--- src/rtl/jtdr_consts.svh ---
`ifndef JTDR_CONSTS_SVH
`define JTDR_CONSTS_SVH
// chain length and positions of cells
`define JTDR_CHAIN_LEN 68
`define JTDR_ID_LEN 32
`define JTDR_POS_BUS_LO 46
`define JTDR_POS_BUS_HI 53
`define JTDR_POS_BUS_DIR 54
`define JTDR_POS_IRQ 38
`define JTDR_POS_IRQ_DIR 39
`define JTDR_POS_ADR_DIR 61
`define JTDR_POS_HWRST 36
`define JTDR_POS_SEL0 35
`define JTDR_POS_SEL1 55
`define JTDR_POS_BTYPE 34
// id code field values (arbitrary, neutral)
`define JTDR_ID_MFR 11'h2aa
`define JTDR_ID_DEV 16'h1234
`define JTDR_ID_VER 4'h1
`define JTDR_ID_MARK 1'h1
// instruction codes
`define JTDR_IR_EXTEST 3'h0
`define JTDR_IR_SAMPLE 3'h2
`define JTDR_IR_IDCODE 3'h3
`define JTDR_IR_BYPASS 3'h7
`endif

--- src/rtl/jtdr_pkg.sv ---
package jtdr_pkg;
	// test data register selection
	typedef enum logic [2:0] {
		JTDR_SEL_BYP = 3'h1,
		JTDR_SEL_ID = 3'h2,
		JTDR_SEL_BSR = 3'h4
	} jtdr_sel_t;
	// tap phase, one-hot
	typedef enum logic [4:0] {
		JTDR_PH_RESET = 5'h01,
		JTDR_PH_CAPTURE = 5'h02,
		JTDR_PH_SHIFT = 5'h04,
		JTDR_PH_UPDATE = 5'h08,
		JTDR_PH_OTHER = 5'h10
	} jtdr_phase_t;
endpackage

--- src/rtl/jtdr_edge_if.sv ---
`timescale 1ns/1ns
// edge events of the test clock found by the sampler
interface jtdr_edge_if;
	logic rise; // test clock rising edge seen
	logic fall; // test clock falling edge seen
	logic tdi; // serial input, stable copy
	modport src (output rise, output fall, output tdi);
	modport dst (input rise, input fall, input tdi);
endinterface

--- src/rtl/jtdr_regs.sv ---
`timescale 1ns/1ns
`include "jtdr_consts.svh"
module jtdr_regs
	import jtdr_pkg::*;
#(
	parameter int CHAIN_LEN = `JTDR_CHAIN_LEN,
	parameter int ID_LEN = `JTDR_ID_LEN
)
(
	// system
	input wire logic clock,
	input wire logic rst,
	// test port pins (test clock domain)
	input wire logic scan_clock_pin,
	input wire logic scan_serial_in,
	output logic scan_serial_out,
	output logic scan_serial_out_oe_n,
	// tap state and current instruction from the controller
	input wire jtdr_phase_t tap_phase,
	input wire logic [2:0] instruction,
	// pin values as seen at the pads, cell order
	input wire logic [CHAIN_LEN-1:0] pad_capture,
	// latched parallel outputs of all cells
	output logic [CHAIN_LEN-1:0] cell_update,
	// decoded direction controls
	output logic data_bus_direction_cell,
	output logic irq_pin_direction_cell,
	output logic address_bus_direction_cell,
	// sampled control inputs as seen in the chain
	output logic hardware_reset_in,
	output logic bus_select_bit0,
	output logic bus_select_bit1,
	output logic bus_type_select,
	// latched id parallel stage
	output logic [ID_LEN-1:0] id_update
);
	jtdr_edge_if ev ();
	jtdr_sel_t sel; // which register sits in the serial path
	logic bypass_stage; // single bypass stage
	logic [ID_LEN-1:0] id_shift; // id shift stage
	logic [CHAIN_LEN-1:0] bsr_shift; // boundary shift stages, one per cell
	logic [CHAIN_LEN-1:0] bsr_update; // boundary latch stages
	logic [ID_LEN-1:0] id_code; // fixed identification value
	logic next_tdo; // value to present at the serial output

	// pin sampler feeding edge events
	jtdr_sampler u_sampler
	(
		.clock(clock),
		.rst(rst),
		.tck_pin(scan_clock_pin),
		.tdi_pin(scan_serial_in),
		.ev(ev)
	);

	// id code layout, lsb marker first
	assign id_code = {`JTDR_ID_VER, `JTDR_ID_DEV, `JTDR_ID_MFR, `JTDR_ID_MARK};

	// register selection from instruction and tap phase
	always_comb
	begin
		if (tap_phase == JTDR_PH_RESET || instruction == `JTDR_IR_IDCODE)
			sel = JTDR_SEL_ID;
		else if (instruction == `JTDR_IR_EXTEST || instruction == `JTDR_IR_SAMPLE)
			sel = JTDR_SEL_BSR;
		else
			sel = JTDR_SEL_BYP;
	end

	// bypass stage: zero on capture, one stage in shift
	always_ff @(posedge clock or posedge rst)
	begin
		if (rst)
			bypass_stage <= 1'h0;
		else if (ev.rise && sel == JTDR_SEL_BYP)
		begin
			// a fixed zero leads the data, so a tester can count devices
			if (tap_phase == JTDR_PH_CAPTURE)
				bypass_stage <= 1'h0;
			else if (tap_phase == JTDR_PH_SHIFT)
				bypass_stage <= ev.tdi;
		end
	end

	// id shift stage: load code on capture, shift toward bit 0
	always_ff @(posedge clock or posedge rst)
	begin
		if (rst)
			id_shift <= '0;
		else if (ev.rise && sel == JTDR_SEL_ID)
		begin
			if (tap_phase == JTDR_PH_CAPTURE || tap_phase == JTDR_PH_RESET)
				id_shift <= id_code;
			else if (tap_phase == JTDR_PH_SHIFT)
				id_shift <= {ev.tdi, id_shift[ID_LEN-1:1]};
		end
	end

	// id latch stage follows update on the falling edge
	always_ff @(posedge clock or posedge rst)
	begin
		if (rst)
			id_update <= '0;
		else if (tap_phase == JTDR_PH_RESET)
			id_update <= id_code; // forced during logic reset
		else if (ev.fall && tap_phase == JTDR_PH_UPDATE && sel == JTDR_SEL_ID)
			id_update <= id_shift;
	end

	// boundary shift: capture pads, then shift with cell 0 out first
	always_ff @(posedge clock or posedge rst)
	begin
		if (rst)
			bsr_shift <= '0;
		else if (ev.rise && sel == JTDR_SEL_BSR)
		begin
			if (tap_phase == JTDR_PH_CAPTURE)
				bsr_shift <= pad_capture;
			else if (tap_phase == JTDR_PH_SHIFT)
				bsr_shift <= {ev.tdi, bsr_shift[CHAIN_LEN-1:1]};
		end
	end

	// boundary latch on the falling edge in update; holds otherwise
	// so a long shift never disturbs the pins
	always_ff @(posedge clock or posedge rst)
	begin
		if (rst)
			bsr_update <= '0;
		else if (ev.fall && tap_phase == JTDR_PH_UPDATE && sel == JTDR_SEL_BSR)
			bsr_update <= bsr_shift;
	end

	assign cell_update = bsr_update;

	// direction and pinless control cells
	assign data_bus_direction_cell = bsr_update[`JTDR_POS_BUS_DIR];
	assign irq_pin_direction_cell = bsr_update[`JTDR_POS_IRQ_DIR];
	assign address_bus_direction_cell = bsr_update[`JTDR_POS_ADR_DIR];

	// sampled control inputs, as held in the shift stages
	assign hardware_reset_in = bsr_shift[`JTDR_POS_HWRST];
	assign bus_select_bit0 = bsr_shift[`JTDR_POS_SEL0];
	assign bus_select_bit1 = bsr_shift[`JTDR_POS_SEL1];
	assign bus_type_select = bsr_shift[`JTDR_POS_BTYPE];

	// serial output mux: lowest stage of the selected register
	always_comb
	begin
		unique case (sel)
			JTDR_SEL_ID: next_tdo = id_shift[0];
			JTDR_SEL_BSR: next_tdo = bsr_shift[0];
			JTDR_SEL_BYP: next_tdo = bypass_stage;
			default: next_tdo = bypass_stage;
		endcase
	end

	// output changes on the falling edge, enabled only in shift
	always_ff @(posedge clock or posedge rst)
	begin
		if (rst)
		begin
			scan_serial_out <= 1'h0;
			scan_serial_out_oe_n <= 1'h1;
		end
		else if (ev.fall)
		begin
			scan_serial_out <= next_tdo;
			scan_serial_out_oe_n <= (tap_phase != JTDR_PH_SHIFT);
		end
	end
endmodule

--- src/rtl/jtdr_sampler.sv ---
`timescale 1ns/1ns
// three-stage sampler for pins from the test clock domain
module jtdr_sampler
(
	// system
	input wire logic clock,
	input wire logic rst,
	// pins
	input wire logic tck_pin,
	input wire logic tdi_pin,
	// edge events
	jtdr_edge_if.src ev
);
	logic [2:0] tck_sync; // stage 0 only feeds stage 1
	logic [2:0] tdi_sync;
	logic tck_state; // accepted clock level
	logic tdi_state;

	// shift pins through three flops
	always_ff @(posedge clock or posedge rst)
	begin
		if (rst)
		begin
			tck_sync <= 3'h0;
			tdi_sync <= 3'h0;
		end
		else
		begin
			tck_sync <= {tck_sync[1:0], tck_pin};
			tdi_sync <= {tdi_sync[1:0], tdi_pin};
		end
	end

	// a change counts once stages two and three agree
	always_ff @(posedge clock or posedge rst)
	begin
		if (rst)
		begin
			tck_state <= 1'h0;
			tdi_state <= 1'h0;
		end
		else
		begin
			if (tck_sync[1] == tck_sync[2])
				tck_state <= tck_sync[2];
			if (tdi_sync[1] == tdi_sync[2])
				tdi_state <= tdi_sync[2];
		end
	end

	assign ev.rise = (tck_sync[1] == tck_sync[2]) && tck_sync[2] && !tck_state;
	assign ev.fall = (tck_sync[1] == tck_sync[2]) && !tck_sync[2] && tck_state;
	assign ev.tdi = tdi_state;
endmodule

--- config.mk ---
export PLATFORM = sky130hd
export DESIGN_NAME = jtdr_regs
export DESIGN_NICKNAME = d
export VERILOG_FILES = /design/src/rtl/jtdr_pkg.sv /design/src/rtl/jtdr_edge_if.sv /design/src/rtl/jtdr_regs.sv /design/src/rtl/jtdr_sampler.sv
export VERILOG_INCLUDE_DIRS = /design/src /design/src/rtl
export SDC_FILE = /design/constraint.sdc
export NUM_CORES = 1
export LEC_CHECK = 0
export ABC_CLOCK_PERIOD_IN_PS = 19320
export BUFFER_PORTS_ARGS = -buffer_cell sky130_fd_sc_hd__buf_2
export CORE_AREA = 2 2 182 112
export CTS_BUF_LIST = sky130_fd_sc_hd__clkbuf_8
export DETAILED_ROUTE_END_ITERATION = 10
export DIE_AREA = 0 0 184 114
export PLACE_DENSITY_LB_ADDON = 0.3
export SETUP_SLACK_MARGIN = 0.05
export SYNTH_ARGS = -nofsm -noshare
export SYNTH_HDL_FRONTEND = slang
export SYNTH_SLANG_ARGS = --single-unit
export TNS_END_PERCENT = 10
--- constraint.sdc ---
create_clock -name clock -period 19.32 [get_ports clock]
set_input_delay 5.796 -clock clock [delete_from_list [all_inputs] [get_ports clock]]
set_output_delay 5.796 -clock clock [all_outputs]
set_load 0.02 [all_outputs]
Word-level counts from Yosys, hierarchy flattened
Index checks and enable logic that the tools add are counted.

word-level totals
  flip-flop bits (word level) = 211
  output and inout port bits = 109
  logic and storage cells = 56
  input bits = 80

operators by class
  reduce and logical (&&, ||, !) cells = 22
  mux-type cells = 11
  equality and inequality tests = 12

operators with widths
  operator                                             number
  two-way mux 68 bit                                   2
  two-way mux 32 bit                                   4
  logical AND 1 bit                                    10
  equality test 3 x 2 -> 1 bit, second input constant  3
  two-way mux 3 bit                                    2
  AND reduction 2 bit                                  3
  nonzero test 2 bit                                   3
  equality test 5 x 1 -> 1 bit, second input constant  1
  equality test 5 x 2 -> 1 bit, second input constant  1
  equality test 5 x 3 -> 1 bit, second input constant  1
  equality test 5 x 4 -> 1 bit, second input constant  1
  != test 5 x 3 -> 1 bit, second input constant        1
  equality test 3 x 1 -> 1 bit, second input constant  1
  equality test 3 bit, second input constant           1
  zero test 3 bit                                      1
  logical OR 1 bit                                     3
  equality test 1 bit                                  2
  zero test 1 bit                                      2
  two-way mux 1 bit                                    2
  one-hot mux 1 bit (2 select lines)                   1

Logic depth before layout (Yosys ltp)
Gate-level depths: netlist of the first run.

  word-level depth = 8
  depth in mapped cells = 8
  gate-level depth less buffers = 6

Hierarchy
From an unflattened synthesis of the first run, not the netlist that was laid out.

unflattened totals
  cell total of the unflattened synthesis = 641
  area, all modules = 8405.6 um^2

by module, submodules not included
  module        seq. area each (um^2)  times used  area an instance (um^2)  cells an instance
  jtdr_regs     5081.1                 1           8130.3                   624
  jtdr_sampler  200.2                  1           275.3                    17

Worst setup path after synthesis of the first run
No wires, ideal clock.

  path type = input-to-reg
  start point = in tap_phase[1]
  end point = reg bsr_update[0] (netlist: cell_update[0])
  data arrival time = 6.970 ns
  path buffers = 3
  stages = 7
  required time = 19.195 ns
  library setup time = 0.125 ns
  setup slack = 12.225 ns
  cells stage by stage = buf_2 nor3_2 and2b_1 nand2_2 buf_6 buf_6 mux2_4

on the way
  cells in the longest elaborated chain, start to end = 5
  elaborated cells on any way between the ends = 7
  those cells by class = eq/ne (3); mux (1); reduce/logical (3)

ends and longest elaborated chain
  what                          RTL line          source
  start: declaration            jtdr_regs.sv:19   input wire jtdr_phase_t tap_phase,
  equality test 5 x 1 -> 1 bit  jtdr_regs.sv:62   if (tap_phase == JTDR_PH_RESET || instruction == `JTDR_IR_IDCODE)
  logical OR 1 bit (no line)    -
  two-way mux 3 bit             jtdr_regs.sv:62
  equality test 3 bit           jtdr_regs.sv:130  else if (ev.fall && tap_phase == JTDR_PH_UPDATE && sel == JTDR_SEL_BSR)
  logical AND 1 bit *           jtdr_regs.sv:130
  end signal: assignment        jtdr_regs.sv:131  bsr_update <= bsr_shift;
  end: declaration              jtdr_regs.sv:42   logic [CHAIN_LEN-1:0] bsr_update;

Every way passes the cells marked *; elsewhere a longest branch is shown, timed or not.
A chain may end at the register's enable or synchronous reset.

Worst setup path in the final report of the first run
  start point = in tap_phase[3]
  end point = reg bsr_shift[15]

on the way
  cells in the longest elaborated chain, start to end = 6
  elaborated cells on any way between the ends = 10
  those cells by class = eq/ne (4); mux (2); reduce/logical (4)

ends and longest elaborated chain
  what                           RTL line          source
  equality test 5 x 1 -> 1 bit   jtdr_regs.sv:62
  logical OR 1 bit (no line)     -
  two-way mux 3 bit              jtdr_regs.sv:62
  equality test 3 bit            jtdr_regs.sv:115  else if (ev.rise && sel == JTDR_SEL_BSR)
  logical AND 1 bit              jtdr_regs.sv:115
  AND reduction 2 bit (no line)  -
  end signal: assignment         jtdr_regs.sv:118  bsr_shift <= pad_capture;
  end signal: assignment         jtdr_regs.sv:120  bsr_shift <= {ev.tdi, bsr_shift[CHAIN_LEN-1:1]};
  end: declaration               jtdr_regs.sv:41   logic [CHAIN_LEN-1:0] bsr_shift;

Several ways; a longest one is shown, not always the timed one.

==> results.py, run 1 <==
metrics = {
    "status": {
        "status": "finished, final reports clean",
    },
    "synthesis": {
        "ys.flop_type": "dfrtp_1",
        "yosysWarnings": 0,
        "avgSynthCellArea_um2": 13.3,
        "syn_nets": 726,
        "synth_cell_type_count": 42,
        "synthArstFlopShare_pct": 100,
        "seq_area_frac_synth_pct": 61.7,
        "synth_edf_count": 0,
        "ys_ff_latch": 211,
        "syn_inst": 644,
        "synth_area_um2": 8560,
    },
    "pwr": {
        "p_int_w": 0.000708,
        "p_clk_share_pct": 38.6,
        "power_w": 0.000943,
        "p_sw_share_pct": 24.9,
        "p_sw_w": 0.000235,
        "p_seq_share_pct": 52.6,
        "ir_drop_uv": 48.6,
        "power.density_nw_per_um2": 91.9,
        "p_comb_share_pct": 8.8,
        "p_leak_nw": 5.80,
    },
    "timing": {
        "fin_crit_ps": 7600,
        "slew_viol_final": 0,
        "skew_ps": 16.5,
        "hold_violations": 0,
        "hold_ws_ps": 357,
        "fin_crit_sh_pct": 39.3,
        "slew_headroom_pct": 24.0,
        "rsz0062_at_grt": "false",
        "tns_ps": 0,
        "finalSetupViolations": 0,
        "worst_pin_slew_ps": 1140,
        "fmax_ghz": 0.132,
    },
    "worst_setup_path": {
        "cp.required_ps": 19690,
        "crit_path_cell_trace": "buf_2, nor4b_4, and4bb_4, buf_4, a21oi_1",
        "path_max_fanout": 94,
        "cp_num_buf_inv": 2,
        "start_kind": "input pin",
        "slowest_stage": "buf_4",
        "setup.worst_path.end_class": "flip-flop",
        "cp.arrival_ps": 7970,
        "path_delay_family": "simple AND/OR/NAND/NOR gates",
        "max_stage_delay_ps": 760,
        "crit_type": "input pin to flip-flop",
    },
    "clocking": {
        "cts_hold_buf": 0,
        "cts_resized": 0,
        "post-cts-setup-buffers": 0,
        "clock_path_buffers": 3,
        "clk_pin_slew_ps": 60,
        "cts_max_level": 1,
        "root_buffer": "clkbuf_8",
        "cts.sinks": 211,
        "cts_buffers": 31,
        "clk_latency_ps": 550,
        "cts_tree": "yes",
    },
    "floorplanning": {
        "num_io_pins": 189,
        "fp.dieH_um": 114,
        "initial_core_util_pct": 43.9,
        "die-width_um": 184,
        "die-area_um2": 21000,
        "design.core.area_um2": 19500,
        "row_count": 40,
    },
    "placed_design": {
        "gp_congestion": 0.839,
        "hpwl_mm": 12.3,
        "portBuffers": 188,
        "placed_cells": 1043,
    },
    "drt": {
        "drtIter0Drc": 387,
        "vias_per_cell": 5.11,
        "route.vias.total": 5618,
        "wl_mm": 18.9,
        "first_pass_iters": 5,
        "drc": 0,
        "avgRoutedWirePerCell_um": 17.2,
        "ant_nets": 0,
    },
    "job": {
        "drv_cap": 0,
    },
    "finish": {
        "final_util_pct": 52.6,
        "layout.cells.most_common": "dfrtp_1",
        "fillers": 1674,
        "fin_cells": 1099,
        "layout_common_cells": "210 x dfrtp_1, 188 x buf_2, 70 x nor2_1, 68 x mux2i_1, 68 x a21oi_1",
        "n_antenna_cell": 0,
        "final_nets": 906,
        "area_growth_pct": 19.9,
        "layout-drive-gt1-share_pct": 37.0,
    },
    "global_route": {
        "grt_pass1_wl_mm": 30.2,
        "gr-usage-all-layers_pct": 18.1,
        "grt_pass1_vias": 5390,
        "overflow": 0,
        "grt_max_degree": 129,
        "antenna_found_initial": 1,
    },
    "min_path": {
        "hold_path.class": "flip-flop to flip-flop",
    },
}
[cell usage after synthesis, drive strengths merged, types with 2 or more instances]
cell | n | area share (%)
mux2i | 68 | 7.9
nand4b | 2 | 0.20
o21ai | 5 | 0.29
inv | 5 | 0.22
buf | 38 | 2.7
mux2 | 68 | 9.8
a22o | 40 | 4.1
ha | 2 | 0.29
nand2 | 9 | 0.42
a21oi | 68 | 4.0
nor3 | 5 | 0.35
dfrtp | 210 | 61
clkbuf | 7 | 0.31
nor2 | 70 | 3.1
and2 | 3 | 0.22
o22a | 24 | 2.5
[flip-flops by register name (all words and copies together) (netlist names)]
| signal | count |
|---|---|
| u_sampler.tck_sync | 3 |
| scan_serial_out | 1 |
| u_sampler.tck_state | 1 |
| id_update | 32 |
| bsr_shift | 68 |
| u_sampler.ev.tdi | 1 |
| bypass_stage | 1 |
| cell_update | 68 |
| u_sampler.tdi_sync | 3 |
| id_shift | 32 |
| scan_serial_out_oe_n | 1 |
[stage by stage]
step / instance area [µm²] / setup WS [ps]
after floorplan: 8560 / 7760
after global placement: 9630 / 11180
after detailed placement: 9630 / 11150
after CTS: 10300 / 11740
after global routing: 10300 / 11490
final: 10300 / 11720
[metal layers]
metal,vias to the layer above,global-route usage [%],wire length (µm)
li1,2676,-,-
met1,2737,29.4,9800
met5,-,0,11
met3,30,4.44,1330
met2,173,23.8,7470
met4,2,4.32,298
[cell type report]
cell class / count / area (µm²) / area share, %
multi-input combinational: 383 / 3040 / 29.6
timing repair buffer: 192 / 971 / 9.46
inverter: 5 / 26.3 / 0.256
clock inverter: 16 / 88.8 / 0.865
sequential: 211 / 5280 / 51.4
clock buffer: 40 / 551 / 5.36
tap: 252 / 315 / 3.07
[cell families after synthesis]
kind of cell | Yosys count | synth area share, %
AO/OA/AOI/OAI | 144 | 11.5
AND/OR/NAND/NOR | 99 | 5.33
flip-flops | 211 | 61.7
XOR/XNOR | 1 | 0.102
buffers and inverters | 50 | 3.23
adder cells (fa/ha/maj) | 3 | 0.409
multiplexers | 136 | 17.8
[path summary, 6_finish.rpt]
check	cells after the start	end	slack, ps	from
min reg2reg	0	u_sampler.tck_sync[1]$_DFF_PP0_	360	u_sampler.tck_sync[0]$_DFF_PP0_
max reg2reg	5	bsr_shift[15]$_DFFE_PP0P_	16610	u_sampler.tck_sync[1]$_DFF_PP0_
max in group asynchronous	3	bsr_shift[24]$_DFFE_PP0P_	12290	rst
min in group asynchronous	2	id_update[16]$_DFFE_PP0P_	5400	rst
min	0	u_sampler.tck_sync[1]$_DFF_PP0_	360	u_sampler.tck_sync[0]$_DFF_PP0_
max	5	bsr_shift[15]$_DFFE_PP0P_	11720	tap_phase[3]
[power by group through the flow]
stage	combinational (W)	sequential (W)	clock (W)
after floorplan	0.0000482	0.000507	0
after global placement	0.0000828	0.000504	0
after detailed placement	0.0000844	0.000504	0
after CTS	0.0000847	0.000496	0.000375
after global routing	0.0000939	0.000501	0.000396
final	0.0000833	0.000496	0.000364
Power figures use the tool's default switching activity.
==> inputs of run 2 (changes only) <==
--- a/config.mk
+++ b/config.mk
@@ -6,12 +6,13 @@
 export SDC_FILE = /design/constraint.sdc
 export NUM_CORES = 1
 export LEC_CHECK = 0
-export ABC_CLOCK_PERIOD_IN_PS = 19320
+export ABC_AREA = 1
+export ABC_CLOCK_PERIOD_IN_PS = 6800
 export BUFFER_PORTS_ARGS = -buffer_cell sky130_fd_sc_hd__buf_2
-export CORE_AREA = 2 2 182 112
+export CORE_AREA = 2 2 188 116
 export CTS_BUF_LIST = sky130_fd_sc_hd__clkbuf_8
 export DETAILED_ROUTE_END_ITERATION = 10
-export DIE_AREA = 0 0 184 114
+export DIE_AREA = 0 0 190 118
 export PLACE_DENSITY_LB_ADDON = 0.3
 export SETUP_SLACK_MARGIN = 0.05
 export SYNTH_ARGS = -nofsm -noshare
==> constraint.sdc (replaced) <==
create_clock -name clock -period 6.8 [get_ports clock]
set_input_delay 2.04 -clock clock [delete_from_list [all_inputs] [get_ports clock]]
set_output_delay 2.04 -clock clock [all_outputs]
set_load 0.02 [all_outputs]
==> results.py, run 2 <==
metrics = {
    "drt": {
        "drc": 0,
        "first_pass_iters": 5,
        "avgRoutedWirePerCell_um": 14.9,
        "vias_per_cell": 4.86,
        "drtIter0Drc": 586,
        "wl_mm": 24.1,
        "met3WireLength_mm": 1.82,
        "wl_met2_mm": 9.90,
        "met1_length_mm": 12.1,
        "ant_nets": 0,
        "dr.max_layer_used": "met4",
        "route.vias.total": 7861,
    },
    "floorplanning": {
        "num_io_pins": 189,
        "design.core.area_um2": 20700,
        "row_count": 41,
        "die-area_um2": 22400,
        "initial_core_util_pct": 44.7,
        "die-width_um": 190,
        "fp.dieH_um": 118,
    },
    "finish": {
        "final_nets": 1396,
        "layout_common_cells": "654 x nand2_1, 210 x dfrtp_1, 188 x buf_2, 68 x o21ai_0, 54 x nor2_1",
        "layout.cells.most_common": "nand2_1",
        "area_growth_pct": 18.1,
        "layout-drive-gt1-share_pct": 19.7,
    },
    "synthesis": {
        "synthArstFlopShare_pct": 100,
        "ys_ff_latch": 211,
        "ys.flop_type": "dfrtp_1",
        "seq_area_frac_synth_pct": 57.2,
        "synth_compound_area_share_pct": 5.65,
        "yosysWarnings": 0,
        "synth_mux_area_share_pct": 0,
        "avgSynthCellArea_um2": 8.03,
        "synth_area_um2": 9230,
        "yosys.area.top_type_share_pct": 56.9,
        "syn_nets": 1232,
        "synth_edf_count": 0,
        "synth.largest_area_cell": "dfrtp_1",
        "synthSimpleGateAreaFrac_pct": 31.3,
        "synth_xor_area_share_pct": 0,
        "yosysMostFrequentCell": "nand2_1",
        "syn_inst": 1150,
        "synth_top_family_by_area": "simple AND/OR/NAND/NOR gates",
        "synth_cell_type_count": 27,
        "synthTopCellsByArea": "dfrtp_1 57%, nand2_1 27%, o21ai_0 3.7%",
        "synth_fa_ha_area_share_pct": 0.380,
        "synth_common_cells": "655 x nand2_1, 210 x dfrtp_1, 68 x o21ai_0",
    },
    "global_route": {
        "grt_pass1_vias": 7581,
        "grt_max_degree": 136,
        "antenna_found_initial": 1,
        "grt_pass1_wl_mm": 39.4,
        "gr-usage-all-layers_pct": 21.8,
        "overflow": 0,
    },
    "clocking": {
        "cts_buffers": 35,
        "clk_latency_ps": 490,
        "clock_path_buffers": 3,
        "cts_resized": 0,
        "cts.sinks": 211,
        "clk_pin_slew_ps": 60,
        "root_buffer": "clkbuf_8",
        "cts_hold_buf": 0,
        "cts_tree": "yes",
        "post-cts-setup-buffers": 0,
        "cts_max_level": 2,
    },
    "timing": {
        "worst_pin_slew_ps": 1180,
        "finalSetupViolations": 0,
        "hold_violations": 0,
        "fmax_ghz": 0.241,
        "slew_viol_final": 0,
        "skew_ps": 10.8,
        "rsz0062_at_grt": "false",
        "fin_crit_sh_pct": 61.0,
        "fin_crit_ps": 4150,
        "slew_headroom_pct": 21.2,
        "tns_ps": 0,
    },
    "placed_design": {
        "portBuffers": 188,
        "gp_congestion": 0.859,
        "hpwl_mm": 15.0,
    },
    "worst_setup_path": {
        "path_delay_family": "buffers and inverters",
        "r2r-start": "u_sampler.tck_sync[1]$_DFF_PP0_",
        "setup.worst_path.end_class": "flip-flop",
        "rr_worst_depth": 10,
        "worst_path_most_repeated_cell": "nand2_1",
        "crit_path_cell_trace": "buf_2, inv_1, nor2_1, nand3_4, buf_4, inv_2, buf_4, nand2_1, nand2_1, nand2_1, nand2_1",
        "crit_type": "input pin to flip-flop",
        "start_kind": "input pin",
        "r2r_end": "cell_update[9]$_DFFE_PP0P_",
        "max_stage_delay_ps": 770,
        "r2r_setup_slack_ps": 3780,
        "path_max_fanout": 92,
        "cp.arrival_ps": 4510,
        "cp.required_ps": 7170,
        "slowest_stage": "inv_2",
        "cp_num_buf_inv": 5,
    },
    "pwr": {
        "p_comb_share_pct": 5.7,
        "p_int_w": 0.00193,
        "p_leak_nw": 6.47,
        "p_seq_share_pct": 50.8,
        "ir_drop_uv": 125,
        "p_sw_w": 0.000618,
        "power.density_nw_per_um2": 234,
        "power_w": 0.00255,
        "p_sw_share_pct": 24.3,
        "p_clk_share_pct": 43.5,
    },
    "job": {
        "drv_cap": 0,
    },
    "min_path": {
        "holdPathStages": 0,
        "min_from": "u_sampler.tck_sync[0]$_DFF_PP0_",
        "hold_path.class": "flip-flop to flip-flop",
        "min_to": "u_sampler.tck_sync[1]$_DFF_PP0_",
    },
    "status": {
        "status": "finished, final reports clean",
    },
}
-- run 2: cells by family after synthesis --
kind of cell    count (synthesis)
fa+ha+maj                       3
compound gates                102
buf+inv                        87
flops                         211
simple gates                  747
-- run 2: how the worst max path moves through the flow --
stage,from,endpoint,slack (ps),depth (start not counted)
6_report,tap_phase[1],bsr_shift[13]$_DFFE_PP0P_,2650,11
5_1_grt,tap_phase[1],bsr_shift[16]$_DFFE_PP0P_,2400,11
4_1_cts,tap_phase[1],bsr_shift[13]$_DFFE_PP0P_,2660,11
3_5_place_dp,tap_phase[1],bsr_shift[13]$_DFFE_PP0P_,2150,11
3_3_place_gp,tap_phase[1],bsr_shift[16]$_DFFE_PP0P_,2210,11
2_1_floorplan,rst,bsr_shift[0]$_DFFE_PP0P_,2020,1
-- run 2: area by class of cell --
class,count,area (µm²)
well taps,279,349
diodes,1,2.50
fillers,2016,9770
clock buffers,46,633
flip-flops and latches,211,5280
inverters,16,63.8
multi-input cells,852,3470
clock inverters,16,66.3
repair buffers,198,1030
-- run 2: routing by layer --
metal / GRT usage, % / vias up
li1: - / 3882
met1: 33.7 / 3697
met2: 30.7 / 252
met3: 5.25 / 30
met4: 4.55 / 0
met5: 0 / -
-- run 2: power groups by stage --
stage / Clock (W) / Combinational [W] / Sequential [W]
6_report: 0.00111 / 0.000146 / 0.00129
5_1_grt: 0.00120 / 0.000162 / 0.00130
4_1_cts: 0.00114 / 0.000148 / 0.00129
3_5_place_dp: 0 / 0.000148 / 0.00132
3_3_place_gp: 0 / 0.000148 / 0.00132
2_1_floorplan: 0 / 0.0000624 / 0.00133
-- run 2: through the flow --
| step | hold slack [ps] | worst slack [ps] | instance area, µm² | utilization (%) | cells |
|---|---|---|---|---|---|
| 6_report | 340 | 2650 | 10900 | 52.7 | 1619 |
| 5_1_grt | 373 | 2400 | 10900 | 52.7 | 1618 |
| 4_1_cts | 345 | 2660 | 10900 | 52.7 | 1618 |
| 3_5_place_dp | 337 | 2150 | 10200 | 49.3 | 1556 |
| 3_3_place_gp | 331 | 2210 | 10200 | 49.3 | 1556 |
| 2_1_floorplan | 331 | 2020 | 9240 | - | 1150 |
==> inputs of run 3 (changes only) <==
--- a/config.mk
+++ b/config.mk
@@ -7,7 +7,7 @@
 export NUM_CORES = 1
 export LEC_CHECK = 0
 export ABC_AREA = 1
-export ABC_CLOCK_PERIOD_IN_PS = 6800
+export ABC_CLOCK_PERIOD_IN_PS = 3900
 export BUFFER_PORTS_ARGS = -buffer_cell sky130_fd_sc_hd__buf_2
 export CORE_AREA = 2 2 188 116
 export CTS_BUF_LIST = sky130_fd_sc_hd__clkbuf_8
==> constraint.sdc (replaced) <==
create_clock -name clock -period 3.9 [get_ports clock]
set_input_delay 1.17 -clock clock [delete_from_list [all_inputs] [get_ports clock]]
set_output_delay 1.17 -clock clock [all_outputs]
set_load 0.02 [all_outputs]
==> results.py, run 3 (same netlist as run 2, synthesis figures left out) <==
metrics = {
    "job": {
        "drv_cap": 0,
    },
    "clocking": {
        "clk_latency_ps": 550,
        "cts.sinks": 211,
        "clock_path_buffers": 3,
        "cts_resized": 0,
        "post-cts-setup-buffers": 0,
        "cts_hold_buf": 0,
        "clk_pin_slew_ps": 60,
        "root_buffer": "clkbuf_8",
        "cts_buffers": 31,
        "cts_tree": "yes",
        "cts_max_level": 1,
    },
    "worst_setup_path": {
        "cp.required_ps": 4340,
        "r2r_setup_slack_ps": 1740,
        "setup.worst_path.end_class": "flip-flop",
        "path_max_fanout": 68,
        "start_kind": "input pin",
        "cp.arrival_ps": 2960,
        "crit_type": "input pin to flip-flop",
    },
    "drt": {
        "ant_nets": 0,
        "drtIter0Drc": 614,
        "route.vias.total": 7815,
        "avgRoutedWirePerCell_um": 14.9,
        "vias_per_cell": 4.82,
        "first_pass_iters": 5,
        "wl_mm": 24.1,
        "drc": 0,
    },
    "pwr": {
        "p_leak_nw": 6.50,
        "p_int_w": 0.00328,
        "p_comb_share_pct": 6.2,
        "p_clk_share_pct": 41.6,
        "p_sw_w": 0.00104,
        "power.density_nw_per_um2": 393,
        "ir_drop_uv": 209,
        "p_seq_share_pct": 52.2,
        "p_sw_share_pct": 24.1,
    },
    "timing": {
        "slew_headroom_pct": 31.3,
        "slew_viol_final": 0,
        "skew_ps": 7.58,
        "worst_pin_slew_ps": 1030,
        "fin_crit_sh_pct": 64.5,
        "rsz0062_at_grt": "false",
        "finalSetupViolations": 0,
        "fmax_ghz": 0.397,
        "fin_crit_ps": 2520,
        "tns_ps": 0,
        "hold_violations": 0,
    },
    "global_route": {
        "grt_pass1_wl_mm": 39.6,
        "antenna_found_initial": 1,
        "gr-usage-all-layers_pct": 21.8,
        "grt_pass1_vias": 7384,
        "grt_max_degree": 69,
        "overflow": 0,
    },
    "finish": {
        "multi_input_area_um2": 3470,
        "seq_area_um2": 5280,
        "area_growth_pct": 19.0,
        "final_nets": 1403,
        "layout.cells.most_common": "nand2_1",
        "fillers": 1976,
        "fin_cells": 1622,
        "n_antenna_cell": 0,
        "layout-drive-gt1-share_pct": 19.9,
        "layout_common_cells": "654 x nand2_1, 210 x dfrtp_1, 188 x buf_2, 68 x o21ai_0, 54 x nor2_1",
    },
    "min_path": {
        "hold_path.class": "flip-flop to flip-flop",
    },
    "floorplanning": {
        "die-area_um2": 22400,
        "initial_core_util_pct": 44.7,
        "fp.dieH_um": 118,
        "num_io_pins": 189,
        "row_count": 41,
        "design.core.area_um2": 20700,
        "die-width_um": 190,
    },
    "placed_design": {
        "gp_congestion": 0.842,
        "portBuffers": 188,
        "placed_cells": 1567,
        "hpwl_mm": 15.3,
    },
    "status": {
        "status": "finished, final reports clean",
    },
}
## run 3: cell types whose count changed in the layout (fill, tap and decap cells not counted)
cell,before,now
buf_12,1,7
clkbuf_8,46,39
inv_1,23,24
diode_2,1,0
clkinv_2,5,3
bufinv_16,0,1
buf_4,9,14
## run 3: cell type report
cell class	instances	area share, %
flip-flops and latches	211	48.1
multi-input cells	852	31.6
repair buffers	209	10.8
clock buffers	39	4.89
well taps	279	3.18
clock inverters	16	0.820
inverters	16	0.581
## run 3: worst max-delay path: stages
cell     delay (ps)
buf_2           120
nor2_1          220
nand3_1         100
buf_4           250
nand2_2         150
buf_4           430
nor2_4           80
buf_12          210
nand2_1         110
nand2_1          50
## run 3: per-stage QoR
step,hold slack [ps],power (W),cell area [µm²],util [%],worst slack (ps)
floorplan,331,0.00244,9240,-,-11.4
global placement,333,0.00256,10400,50.1,888
detailed placement,336,0.00257,10400,50.1,844
CTS,351,0.00437,11000,53.1,1440
global route,356,0.00451,11000,53.1,1280
finish,349,0.00432,11000,53.1,1380
## run 3: power groups by stage
stage / Combinational [W] / Sequential (W) / Clock (W)
floorplan: 0.000109 / 0.00233 / 0
global placement: 0.000269 / 0.00229 / 0
detailed placement: 0.000271 / 0.00229 / 0
CTS: 0.000271 / 0.00225 / 0.00184
global route: 0.000295 / 0.00226 / 0.00196
finish: 0.000266 / 0.00226 / 0.00180
## run 3: worst paths after layout
path / from / endpoint / cells past startpoint
max: tap_phase[3] / bsr_shift[42]$_DFFE_PP0P_ / 10
min: u_sampler.tdi_sync[0]$_DFF_PP0_ / u_sampler.tdi_sync[1]$_DFF_PP0_ / 0
max reg2reg: u_sampler.tck_sync[1]$_DFF_PP0_ / id_update[1]$_DFFE_PP0P_ / 11
min reg2reg: u_sampler.tdi_sync[0]$_DFF_PP0_ / u_sampler.tdi_sync[1]$_DFF_PP0_ / 0
max in group asynchronous: rst / scan_serial_out_oe_n$_DFFE_PP1N_ / 3
min in group asynchronous: rst / id_update[26]$_DFFE_PP0P_ / 2
## run 3: layer usage
metal	share of wire, %	vias to the layer above	GRT usage, %
met5	0.054	-	0
met4	1.7	2	4.36
met3	8.4	39	5.28
met2	40	275	30.4
met1	50	3614	34.2
li1	-	3885	-
